==> config.mk <==
export PLATFORM = sky130hd
export DESIGN_NAME = uft_host_ctrl
export DESIGN_NICKNAME = d
export VERILOG_FILES = /design/src/uft_pkg.sv /design/src/uft_host_ctrl.sv
export SDC_FILE = /design/constraint.sdc
export NUM_CORES = 1
export LEC_CHECK = 0
export BUFFER_PORTS_ARGS = -buffer_cell sky130_fd_sc_hd__clkbuf_2
export CORE_ASPECT_RATIO = 0.7
export CORE_UTILIZATION = 25
export DETAILED_ROUTE_END_ITERATION = 10
export HOLD_SLACK_MARGIN = 0.03
export PLACE_DENSITY_LB_ADDON = 0.3
export SLEW_MARGIN = 40
export SYNTH_ARGS = -nofsm -noshare
export SYNTH_HDL_FRONTEND = slang
export SYNTH_SLANG_ARGS = --single-unit
==> constraint.sdc <==
create_clock -name clk -period 2.4 [get_ports clk]
set_input_delay 0.12 -clock clk [delete_from_list [all_inputs] [get_ports clk]]
set_output_delay 0.12 -clock clk [all_outputs]
set_load 0.05 [all_outputs]
==> src/uft_pkg.sv <==
// shared constants and carrier types for the usb full-speed transceiver controller
package uft_pkg;

    // register byte offsets on the avalon slave
    localparam logic [3:0] UFT_CTRL_OFS = 4'h0;
    localparam logic [3:0] UFT_STATUS_OFS = 4'h4;
    localparam logic [3:0] UFT_TXSYM_OFS = 4'h8;
    localparam logic [3:0] UFT_RXLINE_OFS = 4'hc;
    localparam logic [3:0] UFT_TXCNT_OFS = 4'h0;

    // control register fields
    localparam int UFT_CTRL_LPR_BIT = 0;
    localparam int UFT_CTRL_CONN_BIT = 1;
    localparam int UFT_CTRL_TXEN_BIT = 2;

    // status register fields
    localparam int UFT_ST_BPD_BIT = 0;
    localparam int UFT_ST_BUSY_BIT = 1;
    localparam int UFT_ST_FULL_BIT = 2;
    localparam int UFT_ST_RXOK_BIT = 3;
    localparam int UFT_ST_DIR_BIT = 4;

    // line symbol fields in TXSYM and RXLINE
    localparam int UFT_SYM_DAT_BIT = 0;
    localparam int UFT_SYM_SE0_BIT = 1;
    localparam int UFT_RX_VALID_BIT = 2;
    localparam int UFT_RXCNT_LSB = 16;

    // bit timing: 12 Mbit/s from a 40 MHz clock by a fractional accumulator
    localparam longint UFT_CLK_HZ = 40000000;
    localparam longint UFT_BIT_HZ = 12000000;
    localparam longint UFT_GCD_HZ = 4000000;
    localparam logic [3:0] UFT_PHASE_STEP = 4'(UFT_BIT_HZ / UFT_GCD_HZ);
    localparam logic [3:0] UFT_PHASE_MOD = 4'(UFT_CLK_HZ / UFT_GCD_HZ);

    // reset values
    localparam logic [31:0] UFT_RDATA_RST = 32'h0000_0000;
    localparam logic [15:0] UFT_CNT_RST = 16'h0000;
    localparam logic [2:0] UFT_SYNC_RST = 3'h0;
    localparam logic [3:0] UFT_PHASE_RST = 4'h0;

    // pins toward the transceiver, all registered
    typedef struct packed {
        logic oeN;             // direction control, low = controller transmits
        logic datOut;
        logic datOe;
        logic se0Out;
        logic se0Oe;
        logic lowPowerRequest;
        logic pullupConnect;
    } uft_pin_out_s;

    // pins from the transceiver
    typedef struct packed {
        logic busPowerDetect;
        logic se0In;
        logic datIn;
    } uft_pin_in_s;

    // whole controller state
    typedef struct packed {
        uft_pin_out_s pins;
        logic txEnable;
        logic holdValid;
        logic [1:0] holdSym;
        logic txActive;
        logic [3:0] phase;
        logic [2:0] sync1;
        logic [2:0] sync2;
        logic [2:0] sync3;
        logic [2:0] filt;
        logic [1:0] rxSym;
        logic rxValid;
        logic [15:0] rxCount;
        logic [15:0] txCount;
        logic waitrequest;
        logic [31:0] readdata;
    } uft_state_s;

    localparam uft_pin_out_s UFT_PINS_RST = '{
        oeN: 1'b1, datOut: 1'b0, datOe: 1'b0, se0Out: 1'b0, se0Oe: 1'b0,
        lowPowerRequest: 1'b0, pullupConnect: 1'b0};

endpackage

==> src/uft_host_ctrl.sv <==
// controller driving a three-wire full-speed usb transceiver, with an avalon-mm slave
// Contract
// direction low and se0 high: transceiver drives both usb lines low.
// transmitting, se0 0 and dat 1: positive line high, negative low.
// transmitting, se0 0 and dat 0: positive line low, negative high.
// direction high: dat pin carries differential receiver result as output.
// receiving: se0 output high only while both usb lines are low.
// receiving: dat holds last value during se0, undefined with both lines high.
// bus-power detect high while usb supply and logic supply present.
// bus-power detect low and sharing mode when usb supply drops too low.
// direction low makes dat/se0 inputs; the controller selects direction.
// direction high makes dat/se0 outputs toward controller, usb lines inputs.
// controller holds low-power request low normally, high for suspend.
// in suspend single-ended receivers stay active for wake-up detection.
// transceiver still transmits in suspend, allowing remote wake-up.
// controller drives pull-up connect high to attach, low to detach.
// with low-power request high the differential receiver is off.
// sharing or disable mode: dat/se0 high impedance, bus-power detect low.
// controller paces symbols and samples lines at full-speed bit rate.
module uft_host_ctrl #(
    parameter int SYNC_STAGES = 3,
    parameter int COUNT_W = 16
) (
    input wire logic clk,                          // 40 MHz clock
    input wire logic rst,                          // synchronous reset, active high
    input wire logic ce,                           // clock enable, low freezes all state
    input wire logic [3:0] address,                // avalon byte address
    input wire logic read,                         // avalon read request
    input wire logic write,                        // avalon write request
    input wire logic [31:0] writedata,             // avalon write data
    output logic [31:0] readdata,                  // avalon read data
    output logic waitrequest,                      // avalon wait, low completes request
    input wire uft_pkg::uft_pin_in_s pinIn,        // levels from the transceiver pins
    output uft_pkg::uft_pin_out_s pinOut           // drives toward the transceiver pins
);

    // elaboration checks: the logic is built for these values only
    if (SYNC_STAGES != 3) begin : g_bad_sync
        $error("uft_host_ctrl: only three synchroniser stages are built");
    end
    if (COUNT_W != 16) begin : g_bad_count
        $error("uft_host_ctrl: counters are fixed at 16 bits");
    end
    // the accumulator wraps at most once per cycle only while step < modulus
    if (uft_pkg::UFT_PHASE_STEP >= uft_pkg::UFT_PHASE_MOD) begin : g_bad_phase
        $error("uft_host_ctrl: bit rate must be below the clock rate");
    end

    uft_pkg::uft_state_s r;
    uft_pkg::uft_state_s n;
    logic req;
    logic tick;
    logic [3:0] phaseSum;
    logic accept;
    logic busPower;
    logic txGo;
    logic rxGo;

    // one decode shared by read mux and write actions
    function automatic logic hitReg(input logic [3:0] addr, input logic [3:0] ofs);
        hitReg = (addr == ofs);
    endfunction

    // hand dat/se0 back to the transceiver; used on idle ticks and on power loss
    function automatic uft_pkg::uft_pin_out_s releasePins(input uft_pkg::uft_pin_out_s p);
        releasePins = p;
        releasePins.oeN = 1'b1;
        releasePins.datOe = 1'b0;
        releasePins.se0Oe = 1'b0;
    endfunction

    // read word of one register; unmapped and write-only offsets read as zero
    function automatic logic [31:0] readWord(input logic [3:0] addr,
            input uft_pkg::uft_state_s s, input logic power);
        readWord = uft_pkg::UFT_RDATA_RST;
        if (hitReg(addr, uft_pkg::UFT_CTRL_OFS)) begin
            readWord[uft_pkg::UFT_CTRL_LPR_BIT] = s.pins.lowPowerRequest;
            readWord[uft_pkg::UFT_CTRL_CONN_BIT] = s.pins.pullupConnect;
            readWord[uft_pkg::UFT_CTRL_TXEN_BIT] = s.txEnable;
            readWord[31:16] = s.txCount;
        end else if (hitReg(addr, uft_pkg::UFT_STATUS_OFS)) begin
            readWord[uft_pkg::UFT_ST_BPD_BIT] = power;
            readWord[uft_pkg::UFT_ST_BUSY_BIT] = s.holdValid | s.txActive;
            readWord[uft_pkg::UFT_ST_FULL_BIT] = s.holdValid;
            readWord[uft_pkg::UFT_ST_RXOK_BIT] = s.rxValid;
            readWord[uft_pkg::UFT_ST_DIR_BIT] = s.pins.oeN;
        end else if (hitReg(addr, uft_pkg::UFT_RXLINE_OFS)) begin
            readWord[1:0] = s.rxSym;
            readWord[uft_pkg::UFT_RX_VALID_BIT] = s.rxValid;
            readWord[31:16] = s.rxCount;
        end
    endfunction

    assign req = read | write;
    assign busPower = r.filt[2];
    assign phaseSum = r.phase + uft_pkg::UFT_PHASE_STEP;
    assign tick = (phaseSum >= uft_pkg::UFT_PHASE_MOD);
    // a symbol goes out only with one queued, permission given and bus power seen
    assign txGo = tick && r.holdValid && r.txEnable && busPower;
    // sample the lines only while the transceiver owns dat/se0
    assign rxGo = tick && r.pins.oeN;
    // a symbol write stalls on waitrequest while the hold slot is taken
    assign accept = !(write && hitReg(address, uft_pkg::UFT_TXSYM_OFS) && r.holdValid);

    always_comb begin
        n = r;

        // pin inputs: three stages, a change counts once stage two and three agree
        n.sync1 = {pinIn.busPowerDetect, pinIn.se0In, pinIn.datIn};
        n.sync2 = r.sync1;
        n.sync3 = r.sync2;
        for (int i = 0; i < 3; i++) begin
            if (r.sync2[i] == r.sync3[i]) begin
                n.filt[i] = r.sync3[i];
            end
        end

        // fractional bit clock, 3 ticks every 10 cycles; ticks fall 3, 3 or 4
        // cycles apart, so single bits jitter by one clock around the mean rate
        n.phase = tick ? (phaseSum - uft_pkg::UFT_PHASE_MOD) : phaseSum;

        if (txGo) begin
            // data and enable change in one cycle, so the pin sees one
            // coherent change per bit
            n.pins.oeN = 1'b0;
            n.pins.datOut = r.holdSym[uft_pkg::UFT_SYM_DAT_BIT];
            n.pins.se0Out = r.holdSym[uft_pkg::UFT_SYM_SE0_BIT];
            n.pins.datOe = 1'b1;
            n.pins.se0Oe = 1'b1;
            n.holdValid = 1'b0;
            n.txActive = 1'b1;
            n.txCount = r.txCount + 16'h0001;
        end else if (tick) begin
            // no symbol sent on this tick: hand the pins back to the transceiver
            n.pins = releasePins(r.pins);
            n.txActive = 1'b0;
        end

        if (rxGo) begin
            // se0 from the single-ended receivers is good even in suspend;
            // dat is only meaningful with the differential receiver on
            n.rxSym[uft_pkg::UFT_SYM_SE0_BIT] = r.filt[1];
            n.rxSym[uft_pkg::UFT_SYM_DAT_BIT] = r.filt[0];
            n.rxValid = !r.pins.lowPowerRequest;
            n.rxCount = r.rxCount + 16'h0001;
        end

        // lost usb supply: transceiver floats its side, so stop driving and drop the queue
        if (!busPower) begin
            n.holdValid = 1'b0;
            n.pins = releasePins(n.pins);
            n.txActive = 1'b0;
        end

        // avalon slave: take the request, answer with waitrequest low one cycle
        // later; a write lands on the edge at which the master sees that answer,
        // so no state moves before the transfer is complete
        if (!r.waitrequest) begin
            n.waitrequest = 1'b1;
            if (write) begin
                if (hitReg(address, uft_pkg::UFT_CTRL_OFS)) begin
                    // suspend does not block transmit, so wake-up can still go out
                    n.pins.lowPowerRequest = writedata[uft_pkg::UFT_CTRL_LPR_BIT];
                    n.pins.pullupConnect = writedata[uft_pkg::UFT_CTRL_CONN_BIT];
                    n.txEnable = writedata[uft_pkg::UFT_CTRL_TXEN_BIT];
                    n.txCount = uft_pkg::UFT_CNT_RST;
                end else if (hitReg(address, uft_pkg::UFT_TXSYM_OFS)) begin
                    n.holdSym = writedata[1:0];
                    n.holdValid = 1'b1;
                end else if (hitReg(address, uft_pkg::UFT_RXLINE_OFS)) begin
                    n.rxCount = uft_pkg::UFT_CNT_RST;
                end
            end
        end else if (req && accept) begin
            n.waitrequest = 1'b0;
            n.readdata = read ? readWord(address, r, busPower) : uft_pkg::UFT_RDATA_RST;
        end
    end

    always_ff @(posedge clk) begin
        if (rst) begin
            r.pins <= uft_pkg::UFT_PINS_RST;
            r.txEnable <= 1'b0;
            r.holdValid <= 1'b0;
            r.holdSym <= 2'h0;
            r.txActive <= 1'b0;
            r.phase <= uft_pkg::UFT_PHASE_RST;
            r.sync1 <= uft_pkg::UFT_SYNC_RST;
            r.sync2 <= uft_pkg::UFT_SYNC_RST;
            r.sync3 <= uft_pkg::UFT_SYNC_RST;
            r.filt <= uft_pkg::UFT_SYNC_RST;
            r.rxSym <= 2'h0;
            r.rxValid <= 1'b0;
            r.rxCount <= uft_pkg::UFT_CNT_RST;
            r.txCount <= uft_pkg::UFT_CNT_RST;
            r.waitrequest <= 1'b1;
            r.readdata <= uft_pkg::UFT_RDATA_RST;
        end else if (ce) begin
            r <= n;
        end
    end

    assign readdata = r.readdata;
    assign waitrequest = r.waitrequest;
    assign pinOut = r.pins;

endmodule // uft_host_ctrl

==> summary.txt <==
Run status
  – Status: completed

Setup path
  – Crit path kind: register to register
  – Critical register-to-register path startpoint: r[80]$_SDFFE_PP0P_
  – Cell family with most CP delay: simple AND/OR/NAND/NOR gates
  – WP data arrival: 2.44 ns
  – Crit path buf inv count: 1
  – Slowest CP cell: dfxtp_1
  – Worst R2R Setup Slack: 0.22 ns
  – Required @ worst endpoint: 2.66 ns
  – Critical Path Source: r[80]$_SDFFE_PP0P_
  – Startpoint types: register
  – Max Fanout on Critical Path: 6
  – Crit path largest cell delay: 0.40 ns
  – CP cell instances: inv_1 > ha_1 > nor2b_1 > a211oi_4 > nand3_2 > or3_1 > a21oi_1
  – Critical Path End Type: register

Clock tree
  – CTS sink count: 83
  – Clk buf depth: 2
  – Clk root buf: clkbuf_16
  – Num CTS Buffers: 9
  – Post_cts resized: 0
  – CTS tree: built
  – CTS H-tree lvls: 3
  – Clk Latency, worst-skew pair: 0.34 ns
  – Reg clk slew, reported paths: 0.06 ns

Synth
  – Synthesized flop and latch total: 83
  – Synth warn: 0
  – Unique masters post-synth: 51
  – Synth top cells by count: 83 x dfxtp_1, 49 x nor2_1, 46 x buf_4
  – Post-synth EDFFs: 0
  – Asr flop ratio synth: 0%
  – Seq/Total Area, Yosys: 41.4%
  – Area contributors post-synth: dfxtp_1 41%, buf_4 8.6%, xor2_1 5.0%
  – Share of the synthesized area in the top cell type: 41.4%
  – Cell count after synthesis: 450
  – Most frequent cell after synthesis: dfxtp_1
  – Synth Flop Type: dfxtp_1
  – Area leader, netlist: dfxtp_1
  – Cell Area, Synth: 0.00401 mm2
  – Syn_area_per_cell: 8.91 um2

Hold path
  – Hold/Removal Path Class: input port to register
  – Hold wc startpoint: pinIn[0]

Timing
  – Hold_ws: 0.0401 ns
  – Worst-Margin Slew: 0.567 ns
  – Final-report hold violation count: 0
  – Crit path time final: 2.18 ns
  – Worst Skew: 0.0118 ns
  – Worst rel slew slack: 62.2%
  – Setup-failing EPs final: 0
  – Period utilisation layout: 90.9%
  – Final Max Tran Viols: 0
  – Setup TNS: 0 ns
  – Unrepaired setup endpoints after global routing: no
  – FMAX: 458 MHz

Power and ir drop
  – LEAKAGE: 1.70 nW
  – Peak supply drop: 0.374 mV
  – Pwr Density: 654 mW/mm2

Floorplan
  – Ports: 84
  – Die Width: 153 um
  – Starting density of the core: 25.7%
  – Die Ht: 108 um
  – Site row count: 38
  – Die Footprint: 0.0166 mm2
  – Placeable Area: 0.0156 mm2

Finish
  – Post-Layout Cell Count: 671
  – # diodes: 0
  – Final nets: 515
  – Fraction of layout cells with a size suffix above 1: 18.7%
  – Layout area overhead: 11.7%

Route
  – Post-route DRC: 0
  – First-pass iteration count of the detailed router: 4
  – Detailed router's first-iteration violation count: 157
  – Vias: 3058
  – DR WL/cell: 13.2 um
  – DR vias/cell: 4.56
  – Total routed wirelength: 8830 um
  – Antenna-violating nets left: 0

Run
  – Maxcap violations: 0

GRT
  – Pin count of the biggest net entering global routing: 24
  – Vias in the first global route: 2915
  – Antenna violations before repair: 0
  – Gr ovfl total: 0
  – Total track usage: 11.4%
  – First-pass GRT wire length: 14900 um

Place
  – RD Place Congestion: 0.778
  – DP Wirelength: 6450 um
  – Inst Count DP: 654
  – Number of port buffers: 43
[final cells by class]
cell class                      count  area (um2)
Clock buffer                       11         243
Clock inverter                      5        28.8
Fill cell                        1652       11100
Inverter                            5        18.8
Multi-Input combinational cell    312        1970
Sequential cell                    83        1660
Tap cell                          200         250
Timing Repair Buffer               55         308
[report_power, final]
part           switching (mW)  internal [mW]  leakage (nW)
registers              0.0160           1.39         0.670
logic                   0.183         0.0774         0.895
clock network           0.539          0.723         0.139
total                   0.739           2.19          1.70
[registers in the layout (all words and copies together), names as in the netlist]
register	cells
busPower	1
pinOut	6
n	6
readdata	21
r	48
waitrequest	1
[cell families after synthesis]
| logic type | after synthesis | synth area share (%) |
|---|---|---|
| AO/OA/AOI/OAI | 87 | 14.0 |
| XOR/XNOR | 29 | 6.99 |
| adder cells (fa/ha/maj) | 5 | 1.56 |
| multiplexers | 19 | 4.80 |
| AND/OR/NAND/NOR | 161 | 20.6 |
| buffers and inverters | 65 | 10.5 |
| other | 1 | 0.0935 |
| flip-flops | 83 | 41.4 |
[cells in the final DEF, fill, tap and decap left out, types with 16 or more instances in the layout]
master     n
clkbuf_2  43
xor2_1    23
o21ai_0   31
a21oi_1   16
a22oi_1   19
mux2i_1   17
dfxtp_1   83
nand2_1   37
nand3_1   18
nor2_1    49
[final timing paths]
kind / end / cells past startpoint
setup / recovery: r[64]$_SDFFE_PP0P_ / 7
hold / removal: n[74]$_SDFFE_PP0P_ / 3
setup reg to reg: r[64]$_SDFFE_PP0P_ / 7
hold reg to reg: readdata[18]$_SDFFE_PP0P_ / 2
[per-stage QoR]
stage                     util, %  power [mW]  setup slack [ns]  instance area, um2
final                        28.7        2.93             0.219                4480
after global routing         28.7        3.07            0.0347                4480
after CTS                    28.7        2.98             0.213                4480
after detailed placement     26.9        1.70             0.241                4200
after global placement       26.9        1.70             0.265                4200
after floorplan                 -        1.66             0.468                4050
[routing by layer]
metal	GRT usage [%]	vias to the layer above	part of all wire (%)	wire length [um]
met5	0	-	0	0
met4	3.64	0	1.3	114
met3	2.77	7	4.9	434
met2	17.3	57	43	3810
met1	16.0	1440	51	4470
li1	-	1554	-	-
[worst register-to-register path: stages (launching register included)]
cell and delay (ns):
dfxtp_1 0.40, inv_1 0.07, ha_1 0.33, nor2b_1 0.24, a211oi_4 0.36, nand3_2 0.17, or3_1 0.40, a21oi_1 0.15
[repair_timing]
item | in CTS | in global routing
endpoints found under the setup margin | 0 | 0
buffers inserted | 0 | 0
hold buffers | 1 | 0
hold endpoints to repair | 1 | 0
(Power assumes the default switching activity.)
